===== src/logic/osccl_pkg.sv =====
// Shared constants for the oscillator select and clock output block
package osccl_pkg;
  // ==========================================================
  // Oscillator types, fixed at configuration time
  typedef enum logic [2:0] {
    OSC_XTAL_LOW,
    OSC_XTAL_MED,
    OSC_XTAL_HIGH,
    OSC_RC,
    OSC_EXT
  } osccl_osc_t;
  localparam logic [2:0] STRAP_XTAL_LOW = 3'h0;
  localparam logic [2:0] STRAP_XTAL_MED = 3'h1;
  localparam logic [2:0] STRAP_XTAL_HIGH = 3'h2;
  localparam logic [2:0] STRAP_RC = 3'h3;
  localparam logic [2:0] STRAP_EXT = 3'h4;
  // Last settle count before the synchronised strap is latched
  localparam logic [1:0] STRAP_SETTLE_LAST = 2'h2;
  // ==========================================================
  // Frequency ranges in kHz
  localparam int XTAL_LOW_MIN_KHZ = 20;
  localparam int XTAL_LOW_MAX_KHZ = 100;
  localparam int XTAL_MED_MAX_KHZ = 4000;
  localparam int XTAL_HIGH_MAX_KHZ = 20000;
  localparam int RC_TYP_KHZ = 6000;
  localparam int EXT_MAX_KHZ = 20000;
  // ==========================================================
  // Register map (byte addresses)
  localparam logic [7:0] ADDR_MODE_ONE = 8'ha4;
  localparam logic [7:0] ADDR_DIVIDER = 8'ha8;
  localparam logic [7:0] ADDR_STATUS = 8'hac;
  localparam logic [7:0] MODE_ONE_RESET = 8'h00;
  localparam logic [7:0] DIVIDER_RESET = 8'h00;
  localparam int MODE_CLKOUT_BIT = 4;
  // ==========================================================
  // Clock output ratio: level toggles every third CPU tick
  localparam logic [1:0] CLKOUT_HALF_LAST = 2'h2;
  localparam logic [1:0] HTRANS_NONSEQ = 2'h2;
endpackage : osccl_pkg


===== src/logic/osccl_clock_select.sv =====
// Oscillator select, CPU clock divider and clock output pin logic
`timescale 1ns/1ps
// How it works
// - Oscillator type taken from strap, locked
// - Three crystal ranges: low, medium, high
// - RC runs from core clock, divider applies
// - External clock pin rising edges make CPU ticks, divider applies
// - External mode frees output pin as port
// - Clock output only with RC or external
// - Enabled clock output driven, also in idle
// - Output clock is one sixth CPU rate
// - Enable is bit four of mode register
// - Crystal modes disable both oscillator pins
// - Divider N gives division by 2(N+1), except N=0 which gives division by 1
module osccl_clock_select
  import osccl_pkg::*;
(
  input wire logic i_clock,
  input wire logic i_reset_n,
  input wire logic [2:0] i_osc_type_strap,
  input wire logic i_power_down,
  input wire logic i_idle,
  input wire logic i_osc_input_port_pin_in,
  output logic o_osc_input_port_pin_out,
  output logic o_osc_input_port_pin_oe_n,
  input wire logic i_osc_output_port_pin_in,
  output logic o_osc_output_clock_pin_out,
  output logic o_osc_output_clock_pin_oe_n,
  input wire logic [1:0] i_gpio_out,
  input wire logic [1:0] i_gpio_oe_n,
  output logic [1:0] o_gpio_in,
  output logic o_cpu_tick,
  input wire logic i_hsel,
  input wire logic [31:0] i_haddr,
  input wire logic [1:0] i_htrans,
  input wire logic i_hwrite,
  input wire logic [2:0] i_hsize,
  input wire logic [31:0] i_hwdata,
  input wire logic i_hready,
  output logic [31:0] o_hrdata,
  output logic o_hreadyout,
  output logic o_hresp
);

  // ==========================================================
  // State
  typedef struct packed {
    logic [2:0] strap_s1;
    logic [2:0] strap_s2;
    logic [1:0] pin_s1;
    logic [1:0] pin_s2;
    logic clk_in_prev;
    logic [1:0] cfg_wait;
    logic cfg_valid;
    osccl_osc_t osc_type;
    logic [7:0] mode_one;
    logic [7:0] divider;
    logic [8:0] div_cnt;
    logic cpu_tick;
    logic [1:0] clk_cnt;
    logic clk_lvl;
    logic wr_pend;
    logic [7:0] wr_addr;
    logic [31:0] rdata;
  } osccl_state_t;

  osccl_state_t state_r;
  osccl_state_t state_nxt;
  logic is_xtal;
  logic is_rc;
  logic is_ext;
  logic osc_tick;
  logic clk_on;
  logic [8:0] div_last;
  logic addr_ok;

  always_comb begin
    is_rc = state_r.cfg_valid && state_r.osc_type == OSC_RC;
    is_ext = state_r.cfg_valid && state_r.osc_type == OSC_EXT;
    is_xtal = !is_rc && !is_ext;
    // Oscillator stops in power down
    if (i_power_down) begin
      osc_tick = 1'b0;
    end else if (is_ext) begin
      osc_tick = state_r.pin_s2[1] && !state_r.clk_in_prev;
    end else begin
      osc_tick = 1'b1;
    end
    clk_on = state_r.mode_one[MODE_CLKOUT_BIT] && (is_rc || is_ext) &&
      !i_power_down;
    div_last = {state_r.divider, 1'b1};
    addr_ok = i_hsel && i_hready && i_htrans == HTRANS_NONSEQ;
  end

  // ==========================================================
  // Next state
  always_comb begin
    state_nxt = state_r;
    state_nxt.strap_s1 = i_osc_type_strap;
    state_nxt.strap_s2 = state_r.strap_s1;
    state_nxt.pin_s1 = {i_osc_input_port_pin_in, i_osc_output_port_pin_in};
    state_nxt.pin_s2 = state_r.pin_s1;
    state_nxt.clk_in_prev = state_r.pin_s2[1];
    // Latch type once the synchronised strap has settled
    if (!state_r.cfg_valid) begin
      if (state_r.cfg_wait == STRAP_SETTLE_LAST) begin
        state_nxt.cfg_valid = 1'b1;
        unique case (state_r.strap_s2)
          STRAP_XTAL_MED: state_nxt.osc_type = OSC_XTAL_MED;
          STRAP_XTAL_HIGH: state_nxt.osc_type = OSC_XTAL_HIGH;
          STRAP_RC: state_nxt.osc_type = OSC_RC;
          STRAP_EXT: state_nxt.osc_type = OSC_EXT;
          default: state_nxt.osc_type = OSC_XTAL_LOW;
        endcase
      end else begin
        state_nxt.cfg_wait = state_r.cfg_wait + 2'h1;
      end
    end
    // CPU clock divider
    state_nxt.cpu_tick = 1'b0;
    if (osc_tick) begin
      if (state_r.divider == DIVIDER_RESET) begin
        state_nxt.div_cnt = '0;
        state_nxt.cpu_tick = 1'b1;
      end else if (state_r.div_cnt >= div_last) begin
        state_nxt.div_cnt = '0;
        state_nxt.cpu_tick = 1'b1;
      end else begin
        state_nxt.div_cnt = state_r.div_cnt + 9'h001;
      end
    end
    // Clock output at one sixth of CPU rate
    if (!clk_on) begin
      state_nxt.clk_cnt = '0;
      state_nxt.clk_lvl = 1'b0;
    end else if (state_r.cpu_tick) begin
      if (state_r.clk_cnt == CLKOUT_HALF_LAST) begin
        state_nxt.clk_cnt = '0;
        state_nxt.clk_lvl = !state_r.clk_lvl;
      end else begin
        state_nxt.clk_cnt = state_r.clk_cnt + 2'h1;
      end
    end
    // Bus slave, zero wait states
    state_nxt.wr_pend = addr_ok && i_hwrite;
    state_nxt.wr_addr = i_haddr[7:0];
    if (state_r.wr_pend) begin
      if (state_r.wr_addr == ADDR_MODE_ONE) begin
        state_nxt.mode_one = i_hwdata[7:0];
      end else if (state_r.wr_addr == ADDR_DIVIDER) begin
        state_nxt.divider = i_hwdata[7:0];
      end
    end
    if (addr_ok && !i_hwrite) begin
      unique case (i_haddr[7:0])
        ADDR_MODE_ONE: state_nxt.rdata = {24'h000000, state_r.mode_one};
        ADDR_DIVIDER: state_nxt.rdata = {24'h000000, state_r.divider};
        ADDR_STATUS: state_nxt.rdata = {26'h0, state_r.clk_lvl,
          clk_on, state_r.cfg_valid, state_r.osc_type};
        default: state_nxt.rdata = '0;
      endcase
    end
  end

  always_ff @(posedge i_clock or negedge i_reset_n) begin
    if (!i_reset_n) begin
      state_r <= '{osc_type: OSC_XTAL_LOW, mode_one: MODE_ONE_RESET,
        divider: DIVIDER_RESET, default: '0};
    end else begin
      state_r <= state_nxt;
    end
  end

  // ==========================================================
  // Pins
  always_comb begin
    o_gpio_in = '0;
    o_osc_input_port_pin_out = 1'b0;
    o_osc_input_port_pin_oe_n = 1'b1;
    o_osc_output_clock_pin_out = 1'b0;
    o_osc_output_clock_pin_oe_n = 1'b1;
    if (is_xtal) begin
      o_gpio_in = '0;
    end else begin
      o_gpio_in[0] = state_r.pin_s2[0];
      if (clk_on) begin
        o_osc_output_clock_pin_out = state_r.clk_lvl;
        o_osc_output_clock_pin_oe_n = 1'b0;
      end else begin
        o_osc_output_clock_pin_out = i_gpio_out[0];
        o_osc_output_clock_pin_oe_n = i_gpio_oe_n[0];
      end
      if (is_rc) begin
        o_gpio_in[1] = state_r.pin_s2[1];
        o_osc_input_port_pin_out = i_gpio_out[1];
        o_osc_input_port_pin_oe_n = i_gpio_oe_n[1];
      end
    end
  end

  assign o_cpu_tick = state_r.cpu_tick;
  assign o_hrdata = state_r.rdata;
  assign o_hreadyout = 1'b1;
  assign o_hresp = 1'b0;
endmodule : osccl_clock_select


===== config.mk =====
export PLATFORM = sky130hd
export DESIGN_NAME = osccl_clock_select
export DESIGN_NICKNAME = d
export VERILOG_FILES = /design/src/logic/osccl_pkg.sv /design/src/logic/osccl_clock_select.sv
export SDC_FILE = /design/constraint.sdc
export NUM_CORES = 1
export LEC_CHECK = 0
export ABC_AREA = 1
export BUFFER_PORTS_ARGS = -buffer_cell sky130_fd_sc_hd__buf_4
export CAP_MARGIN = 20
export CORE_MARGIN = 2
export CORE_UTILIZATION = 53
export CTS_BUF_LIST = sky130_fd_sc_hd__clkbuf_16
export CTS_CLUSTER_DIAMETER = 40
export DETAILED_ROUTE_END_ITERATION = 8
export PLACE_DENSITY_LB_ADDON = 0.12
export SYNTH_ARGS = -nofsm -noshare
export SYNTH_HDL_FRONTEND = slang
export SYNTH_SLANG_ARGS = --single-unit

===== constraint.sdc =====
create_clock -name i_clock -period 2.87 [get_ports i_clock]
set_input_delay 0.4305 -clock i_clock [delete_from_list [all_inputs] [get_ports i_clock]]
set_output_delay 0.4305 -clock i_clock [all_outputs]
set_load 0.1 [all_outputs]

## Word level (Yosys, flattened, before mapping)

Index checks and enable logic that the tools add are counted.

| operators by class | value |
|---|---|
| add/subtract/negate cells | 3 |
| $lt $le $gt $ge | 1 |
| eq/ne operators | 16 |
| muxes and demuxes | 24 |
| bitwise gates (word level) | 3 |
| reduce and logical (&&, ||, !) cells | 23 |

Operator list:

| operator | number |
|---|---|
| 8-bit == test (second input constant) | 5 |
| 8-bit one-hot mux with 3 select lines | 1 |
| 1-bit 2-to-1 mux | 14 |
| 3-bit one-hot mux with 4 select lines | 1 |
| 1-bit logical AND | 10 |
| 10-bit 2-to-1 mux | 1 |
| 9-bit by 1-bit adder with 9-bit output (second input constant) | 1 |
| 3-bit by 2-bit == test with 1-bit output (second input constant) | 3 |
| 9-bit greater-or-equal comparator | 1 |
| 9-bit 2-to-1 mux | 1 |
| 8-bit zero test | 1 |
| 4-bit 2-to-1 mux | 2 |
| 2-bit AND reduction | 4 |
| 2-bit == test (second input constant) | 3 |
| 3-bit == test (second input constant) | 2 |
| 1-bit zero test | 6 |
| 3-bit 2-to-1 mux | 2 |
| 2-bit by 1-bit adder with 2-bit output (second input constant) | 2 |
| 2-bit 2-to-1 mux | 2 |
| 3-bit by 1-bit == test with 1-bit output (second input constant) | 1 |
| 1-bit inverter | 3 |
| 3-bit AND reduction | 1 |
| 2-bit by 1-bit inequality test with 1-bit output (second input constant) | 1 |
| 2-bit inequality test (second input constant) | 1 |
| 1-bit logical OR | 1 |

| word-level totals | value |
|---|---|
| register bits | 87 |
| output and inout bits | 41 |
| logic and storage cells | 87 |

## Logic depth before layout (Yosys ltp)

Gate-level depths: netlist of the first run.

| logic depth | value |
|---|---|
| word-level depth | 7 |
| gate-level depth with buffers | 11 |
| gate-level depth less buffers | 11 |

## Least setup slack after synthesis of the first run

OpenSTA, ideal clock, no wires.

| timing | value |
|---|---|
| kind | register to output |
| start point | reg state_r[72] in the netlist's numbering |
| end point | out o_gpio_in[0] |
| arrival time | 2.096 ns |
| data required time | 2.440 ns |
| slack | 0.343 ns |
| stages on the path, launching flop included | 4 |
| cell sequence | dfrtp_1 -> inv_1 -> nand4_2 -> a21boi_1 |

| on the way | value |
|---|---|
| word-level cells in the longest chain between the ends | 5 |

Ends and longest elaborated chain:

| item | line | text |
|---|---|---|
| start, declared | osccl_clock_select.sv:67 | `osccl_state_t state_r;` |
| start signal, assigned | osccl_clock_select.sv:167 | `state_r <= '{osc_type: OSC_XTAL_LOW, mode_one: MODE_ONE_RESET,` |
| start signal, assigned | osccl_clock_select.sv:170 | `state_r <= state_nxt;` |
| 3-bit by 2-bit == test with 1-bit output or 3-bit == test (tied branches) | osccl_clock_select.sv:78, osccl_clock_select.sv:79 |  |
| 1-bit logical AND, on equally long branches | osccl_clock_select.sv:78, osccl_clock_select.sv:79 |  |
| 1-bit zero test | osccl_clock_select.sv:80 | `is_xtal = !is_rc && !is_ext;` |
| 1-bit logical AND (*) | osccl_clock_select.sv:80 |  |
| 2-bit 2-to-1 mux (*) | osccl_clock_select.sv:182 | `if (is_xtal) begin` |
| end, declared | osccl_clock_select.sv:31 | `output logic [1:0] o_gpio_in,` |

Mark *: on every way between the ends. The rest lies on a longest branch, timed or not.

## Worst setup path in the final report of the first run

| timing | value |
|---|---|
| start point | reg state_r[73] in the netlist's numbering |
| end point | out o_osc_output_clock_pin_out |

| on the way | value |
|---|---|
| word-level cells in the longest chain between the ends | 6 |

Ends and longest elaborated chain:

| item | line | text |
|---|---|---|
| 1-bit logical AND, on equally long branches | osccl_clock_select.sv:78, osccl_clock_select.sv:79 |  |
| 1-bit logical OR | osccl_clock_select.sv:89 | `clk_on = state_r.mode_one[MODE_CLKOUT_BIT] && (is_rc \|\| is_ext) &&` |
| 1-bit logical AND (2 in series) | osccl_clock_select.sv:89 |  |
| 1-bit 2-to-1 mux | osccl_clock_select.sv:186 | `if (clk_on) begin` |
| 1-bit 2-to-1 mux (*) | osccl_clock_select.sv:182 |  |
| end, declared | osccl_clock_select.sv:27 | `output logic o_osc_output_clock_pin_out,` |

Marks and branches as above.

==> results of run 1 <==
## worst register-to-register path: stages, from the launching register on
cell     delay [ns]
dfrtp_1        0.47
ha_1           0.35
nand2_1        0.09
inv_1          0.04
nand2_1        0.05
nand2_1        0.04
nand2_1        0.07
nand3_1        0.14
nor2_1         0.12
nand3_1        0.07
nand2_1        0.08
## synthesized netlist by cell type, drive strengths merged
library cell / instances
nand2: 107
dfrtp: 63
inv: 47
buf: 38
nand3: 36
nor2: 34
o21ai: 23
ha: 10
nand4: 9
nor3: 5
a21oi: 3
conb: 2
xnor2: 2
xor2: 2
a211oi: 1
a21boi: 1
a21o: 1
clkinv: 1
nand3b: 1
nor3b: 1
o21bai: 1
or2: 1
## per-layer routing
layer | share of wire (%) | track usage (%) | routed length [um] | vias up
met5 | 0 | 0 | 0 | -
met4 | 2.1 | 9.84 | 131 | 0
met3 | 4.2 | 4.13 | 259 | 14
met2 | 49 | 32.7 | 3050 | 75
met1 | 45 | 24.9 | 2760 | 1158
li1 | - | - | - | 1258
## registers in the layout, summed over array words and instances (netlist names)
| name | count |
|---|---|
| state_r | 40 |
| div_last | 8 |
| o_hrdata | 8 |
| state_nxt | 6 |
| o_cpu_tick | 1 |
## area by class of cell
type	count	area, um^2	area share [%]
Sequential cell	63	1580	41.1
Timing Repair Buffer	47	353	9.19
Inverter	48	185	4.82
Clock buffer	9	225	5.87
Multi-Input combinational cell	264	1330	34.6
Clock inverter	6	77.6	2.02
Tap cell	75	93.8	2.44
## cell families (layout without fill, tap and decap cells)
group,after synthesis,after routing,synth area share [%]
and+or+nand+nor,194,194,27.6
buffers and inverters,86,110,14.4
DFF,63,63,48.0
AOI/OAI and AO/OA,30,30,5.02
adders and majority gates,10,10,3.81
xor gates and xnor gates,4,4,1.07
other,2,26,0.228
## worst paths after layout
check / to / slack [ns] / cells after the start / from
setup / recovery: o_osc_output_clock_pin_out / 0.62 / 6 / state_r[73]
setup reg to reg: state_r[52] / 1.27 / 10 / state_r[49]
hold / removal: state_r[49] / 0.18 / 1 / i_reset_n
max in group asynchronous: state_r[76] / 2.17 / 1 / i_reset_n
hold reg to reg: state_r[81] / 0.34 / 0 / state_nxt[81]
min in group i_clock: state_nxt[83] / 0.22 / 1 / i_osc_type_strap[2]
## report_power, final
group	leakage [nW]	internal (mW)	switching (mW)
sequential	0.721	0.951	0.0856
clock	0.154	0.745	0.365
combinational	1.23	0.124	0.330
==> summary.txt, run 1 <==
Power
  – Leakage power: 2.11 nW
  – Power density cells: 677 nW/um^2
  – Tot Pwr: 2.60 mW
  – Peak VDD IR: approximately 400 uV

Setup path
  – Worst path max stage delay: 0.52 ns
  – Crit path max-delay family: flip-flops
  – Crit Path Class: reg2out
  – CP Buf/Inv Count: 2
  – Slowest cell on crit path: dfrtp_1
  – Critical-path cell list: nand4_2 > nand2_2 > o21ai_1 > o21bai_1 > inv_1 > buf_4
  – Req. time, crit path: about 2.4 ns
  – Critical path launch point type: register
  – Crit path max fanout: 8
  – CP Capture Type: output pin
  – Crit path arrival time: about 1.8 ns

Clock network
  – Maximum clock path buffer count: 2
  – CTS Hold Bufs: 0
  – TritonCTS Buffers: 9
  – H-tree depth: 3
  – Post-CTS resize count: 0
  – Post-CTS Setup Repair Bufs: 0
  – # clock sinks: 63
  – CTS tree: done
  – Clk root buf: clkbuf_16
  – Clk pin slew, worst setup/hold paths: 0.05 ns
  – Worst-Skew Late Latency: ~0.32 ns

Global routing
  – All-Layer GR Usage: between 10% and 20%
  – Total grt overflow: 0
  – First-pass GRT wire length: 10100 um
  – Vias in the first global route: 2299
  – Initial antenna violation count: 0
  – Largest net degree at the start of global routing: between 60 and 70

Yosys
  – Sequential area share after synthesis: about 48%
  – Share of the synthesized area in the top cell type: 48.0%
  – Cells after Synth: between 300 and 400
  – Unique masters post-synth: 34
  – FF+latch count, synth: 63
  – Warnings, synthesis: 0
  – Syn Std Cell Area: 3290 um^2
  – Yosys top cell by area: dfrtp_1
  – Syn avg cell area: around 8.4 um^2
  – Leading post-synthesis cells by cell area: dfrtp_1 (48%), nand2_1 (12%), buf_4 (8.2%)

Finish
  – Ratio of cells with drive above 1 in the final layout: between 20% and 30%
  – Most frequent cells in the layout: nand2_1 (101), dfrtp_1 (63), buf_4 (47)
  – Most common cell after layout, fill and taps aside: nand2_1
  – Final Cell Area: 3840 um^2
  – # diodes: 0
  – Final cell count without fillers: 512
  – Nets: 528
  – Filler Cells Inserted: 504
  – Final Util: 64.5%
  – Area delta synth->final: 16.8%

STA
  – Final period utilization: 78.4%
  – Hold WS: 0.179 ns
  – Final hold vios: 0
  – Pins Over Slew Limit: 0
  – Fin crit period: between 2 and 2.5 ns
  – Sum of negative setup slack: 0 ns
  – Worst setup margin: approximately 0.62 ns
  – Final setup viols: 0
  – RSZ-0062 raised after global routing: false
  – Worst Tran Pin Value: between 0.7 and 0.8 ns
  – Setup Skew: between 0.005 and 0.006 ns
  – FMAX: 0.445 GHz
  – Slew headroom: about 48%

Min path
  – Hold Path Class: in2async

Drt
  – Drc violations: 0
  – Total number of vias: 2505
  – DRT Pass-1 Iters: 5
  – Routed WL: 6200 um
  – Via density per instance: 4.89
  – WL/cell: 12.1 um
  – DRT iter0 DRCs: between 100 and 150
  – Routed Antenna Nets: 0

Placement
  – Placed Area: 3540 um^2
  – PortBufs: 47
  – Dpl cells: 497
  – Pre-CTS WS: 0.957 ns
  – HPWL after DPL: around 4400 um
  – Final GP Congestion: 0.822

Die
  – Die width: ~83 um
  – Initial Util: 55.2%
  – Io pins: 126
  – Die Span Y: 82.8 um
  – Row count: 28
  – Die area: roughly 7000 um^2
  – Core box area: roughly 6000 um^2

Job
  – Max_cap viols: 0

Outcome
  – Outcome: finished clean
(Power assumes the default switching activity.)
==> run 2: changes to the inputs <==
--- a/config.mk
+++ b/config.mk
@@ -5,11 +5,11 @@
 export SDC_FILE = /design/constraint.sdc
 export NUM_CORES = 1
 export LEC_CHECK = 0
-export ABC_AREA = 1
+export ABC_AREA = 0
 export BUFFER_PORTS_ARGS = -buffer_cell sky130_fd_sc_hd__buf_4
 export CAP_MARGIN = 20
 export CORE_MARGIN = 2
-export CORE_UTILIZATION = 53
+export CORE_UTILIZATION = 44
 export CTS_BUF_LIST = sky130_fd_sc_hd__clkbuf_16
 export CTS_CLUSTER_DIAMETER = 40
 export DETAILED_ROUTE_END_ITERATION = 8
==> constraint.sdc (replaced) <==
create_clock -name i_clock -period 2 [get_ports i_clock]
set_input_delay 0.3 -clock i_clock [delete_from_list [all_inputs] [get_ports i_clock]]
set_output_delay 0.3 -clock i_clock [all_outputs]
set_load 0.1 [all_outputs]
==> run 2 against run 1 <==
Against the previous run: count of clock-buffer cells in the layout unchanged; register-to-register slack got worse by 1.1 ns; critical path depth decreased by 1; combinational power increased by 130%; first-iteration DRC count decreased by 31%; largest cell class unchanged.
==> summary.txt, run 2 <==
Drt
  – Routed Antenna Nets: 0 (unchanged)
  – Drc violations: 0 (unchanged)
  – Total number of vias: 2130 (was 2505)
  – WL/cell: 13.8 um (was 12.1 um)
  – DRT iter0 DRCs: 75 (was 108)
  – Routed WL: 6050 um (was 6200 um)
  – Via density per instance: 4.84 (was 4.89)
  – DRT Pass-1 Iters: 4 (was 5)

Finish
  – FF/Latch Area: 1580 um^2 (unchanged)
  – # diodes: 0 (unchanged)
  – Footprint of the multi-input gates: 1320 um^2 (was 1330 um^2)
  – Filler Cells Inserted: 596 (was 504)
  – Final cell count without fillers: 440 (was 512)
  – Most common cell after layout, fill and taps aside: dfrtp_1 (was nand2_1)
  – Max reg flops: 40 (unchanged)
  – Area delta synth->final: 21.9% (was 16.8%)
  – Top reg by flops: state_r (unchanged)
  – Nets: 434 (was 528)
  – Final Util: 55.7% (was 64.5%)
  – Ratio of cells with drive above 1 in the final layout: 31.1% (was 20.6%)
  – Most frequent cells in the layout: dfrtp_1 (63), buf_4 (55), conb_1 (26) (was nand2_1 (101), dfrtp_1 (63), buf_4 (47))

Setup path
  – Crit path max-delay family: flip-flops (unchanged)
  – Crit path max fanout: 6 (was 8)
  – Reg2Reg Capture Point: state_r[51] (was state_r[52])
  – CP Buf/Inv Count: 2 (unchanged)
  – Critical path depth: 5 (was 6)
  – Crit path arrival time: 1.63 ns (was 1.82 ns)
  – Req. time, crit path: 1.70 ns (was 2.44 ns)
  – Worst path max stage delay: 0.45 ns (was 0.52 ns)
  – Reg-to-reg slack, setup: 0.13 ns (was 1.27 ns)
  – R2R Path Start: state_r[53] (was state_r[49])
  – Crit Path Class: reg2out (unchanged)
  – Reg2reg path depth: 5 (was 10)
  – CP Capture Type: output pin (unchanged)
  – Critical-path cell list: nor3b_1 > o21ai_1 > buf_4 > nor2_1 > buf_6 (was nand4_2 > nand2_2 > o21ai_1 > o21bai_1 > inv_1 > buf_4)
  – Slowest cell on crit path: dfrtp_1 (unchanged)
  – Critical path launch point type: register (unchanged)

Power
  – Leakage power: 1.78 nW (was 2.11 nW)
  – Peak VDD IR: 419 uV (was 408 uV)
  – Power density cells: 1100 nW/um^2 (was 677 nW/um^2)
  – Tot Pwr: 4.23 mW (was 2.60 mW)

Yosys
  – EDFF count, synth: 0 (unchanged)
  – Syn Std Cell Area: 3140 um^2 (was 3290 um^2)
  – Sequential area share after synthesis: 50.2% (was 48.0%)
  – FF+latch count, synth: 63 (unchanged)
  – Leading post-synthesis cells by cell area: dfrtp_1 (50%), buf_4 (8.1%), mux2_2 (7.5%) (was dfrtp_1 (48%), nand2_1 (12%), buf_4 (8.2%))
  – Unique masters post-synth: 52 (was 34)
  – Ys async rst share: 100% (unchanged)
  – Syn avg cell area: 10.9 um^2 (was 8.45 um^2)
  – Synth cell count leaders: dfrtp_1 (63), buf_4 (34), nand2_1 (23) (was nand2_1 (101), dfrtp_1 (63), inv_1 (39))
  – Share of the synthesized area in the top cell type: 50.2% (was 48.0%)
  – Top FF cell, synth: dfrtp_1 (unchanged)
  – Cells after Synth: 288 (was 389)
  – Yosys top cell by area: dfrtp_1 (unchanged)
  – Most common cell in the netlist: dfrtp_1 (was nand2_1)
  – Warnings, synthesis: 0 (unchanged)

STA
  – RSZ-0062 raised after global routing: false (unchanged)
  – Worst Tran Pin Value: 0.781 ns (about the same)
  – Fin crit period: around 1.9 ns
  – Sum of negative setup slack: 0 ns (unchanged)
  – Slew headroom: 47.9% (about the same)
  – Pins Over Slew Limit: 0 (unchanged)
  – Hold WS: 0.0530 ns (was 0.179 ns)
  – Final hold vios: 0 (unchanged)
  – FMAX: 0.519 GHz
  – Final setup viols: 0 (unchanged)
  – Final period utilization: between 90% and 100%
  – Setup Skew: 0.00564 ns (was 0.00550 ns)

Die
  – Initial Util: 45.7% (was 55.2%)
  – Die Span Y: 88.5 um (was 82.8 um)
  – Die area: 7830 um^2 (was 6850 um^2)
  – Die width: 88.5 um (was 82.8 um)
  – Row count: 30 (was 28)
  – Core box area: 6870 um^2 (was 5960 um^2)
  – Io pins: 126 (unchanged)

Job
  – Max_cap viols: 0 (unchanged)

Global routing
  – Largest net degree at the start of global routing: 64 (unchanged)
  – First-pass GRT wire length: 9780 um (was 10100 um)
  – All-Layer GR Usage: 16.5% (was 19.9%)
  – Total grt overflow: 0 (unchanged)
  – Vias in the first global route: 2058 (was 2299)
  – Initial antenna violation count: 0 (unchanged)

Placement
  – HPWL after DPL: 4440 um (about the same)
  – Final GP Congestion: 0.759 (was 0.822)
  – PortBufs: 47 (unchanged)
  – Dpl cells: 424 (was 497)

Clock network
  – TritonCTS Buffers: 9 (unchanged)
  – Clk pin slew, worst setup/hold paths: 0.05 ns (about the same)
  – # clock sinks: 63 (unchanged)
  – Maximum clock path buffer count: 2 (unchanged)
  – Clk root buf: clkbuf_16 (unchanged)
  – CTS tree: done (unchanged)
  – H-tree depth: 3 (unchanged)
  – Worst-Skew Late Latency: 0.33 ns (was 0.32 ns)

Outcome
  – Outcome: finished clean (unchanged)

Min path
  – Hold Path Class: in2async (unchanged)
==> run 2: cell count changes after synthesis, sizes merged, moves of 4 or more <==
cell / previous run / this run
nand2: 107 / 24
inv: 47 / 14
nand3: 36 / 5
mux2: 0 / 21
nor2: 34 / 13
nand2b: 0 / 7
a22oi: 0 / 6
o21ai: 23 / 17
clkbuf: 0 / 5
or3: 0 / 5
nand4: 9 / 5
o211ai: 0 / 4
==> run 2: worst reg2reg max path: stages (launching register included) <==
cell     delay, ns
dfrtp_1       0.42
ha_1          0.38
a221o_1       0.38
a21oi_4       0.29
nand2_4       0.14
o22ai_1       0.18
==> run 2: layout make-up <==
type	instances	share of cell area (%)
clock buffer	9	5.88
clock inverter	7	2.48
sequential	63	41.2
tap	96	3.14
inverter	14	1.37
timing repair buffer	57	11.4
multi-input combinational	194	34.6
==> run 2: report_power, final <==
| group | switching, mW | leakage [nW] | internal [mW] |
|---|---|---|---|
| Combinational | 0.699 | 0.867 | 0.359 |
| Clock | 0.568 | 0.146 | 1.09 |
| Sequential | 0.112 | 0.771 | 1.40 |
==> run 2: how the worst max path moves through the flow <==
| stage | start | to |
|---|---|---|
| 4_1_cts | state_r[70] | o_osc_output_clock_pin_out |
| 3_5_place_dp | div_last[2] | state_r[51] |
| 2_1_floorplan | state_r[70] | o_osc_output_clock_pin_out |
| 3_3_place_gp | div_last[2] | state_r[51] |
| 5_1_grt | div_last[2] | state_r[51] |
| 6_report | state_r[72] | o_osc_output_clock_pin_out |
==> run 2: metrics by stage <==
| stage | instance area [um^2] | setup WS (ns) |
|---|---|---|
| final | 3830 | 0.0745 |
| after global routing | 3830 | 0.00162 |
| after CTS | 3810 | 0.0449 |
| after detailed placement | 3490 | 0.0736 |
| after global placement | 3490 | 0.127 |
| after floorplan | 3230 | -0.308 |
==> run 2: cells by family (layout without fill, tap and decap cells) <==
| kind of cell | Yosys count | count (layout) | synth area share, % |
|---|---|---|---|
| buf+inv | 55 | 87 | 10.9 |
| compound gates | 46 | 46 | 10.6 |
| flops | 63 | 63 | 50.2 |
| xor+xnor | 2 | 2 | 0.558 |
| other cells | 2 | 26 | 0.239 |
| fa+ha+maj | 10 | 10 | 3.98 |
| mux | 22 | 22 | 7.85 |
| simple gates | 88 | 88 | 15.7 |
==> run 2: metal layers <==
| layer | vias up | global-route usage [%] | wire length (um) |
|---|---|---|---|
| met5 | - | 0 | 0 |
| met4 | 0 | 5.79 | 32 |
| met3 | 4 | 4.57 | 278 |
| met2 | 52 | 26.5 | 2970 |
| met1 | 1013 | 21.5 | 2770 |
| li1 | 1061 | - | - |
==> run 2: what timing repair did <==
action / 4_1_cts / 5_1_grt
resized for setup: 0 / 4
hold buffers: 0 / 0
endpoints found under the setup margin: 0 / 10
setup buffers: 0 / 0
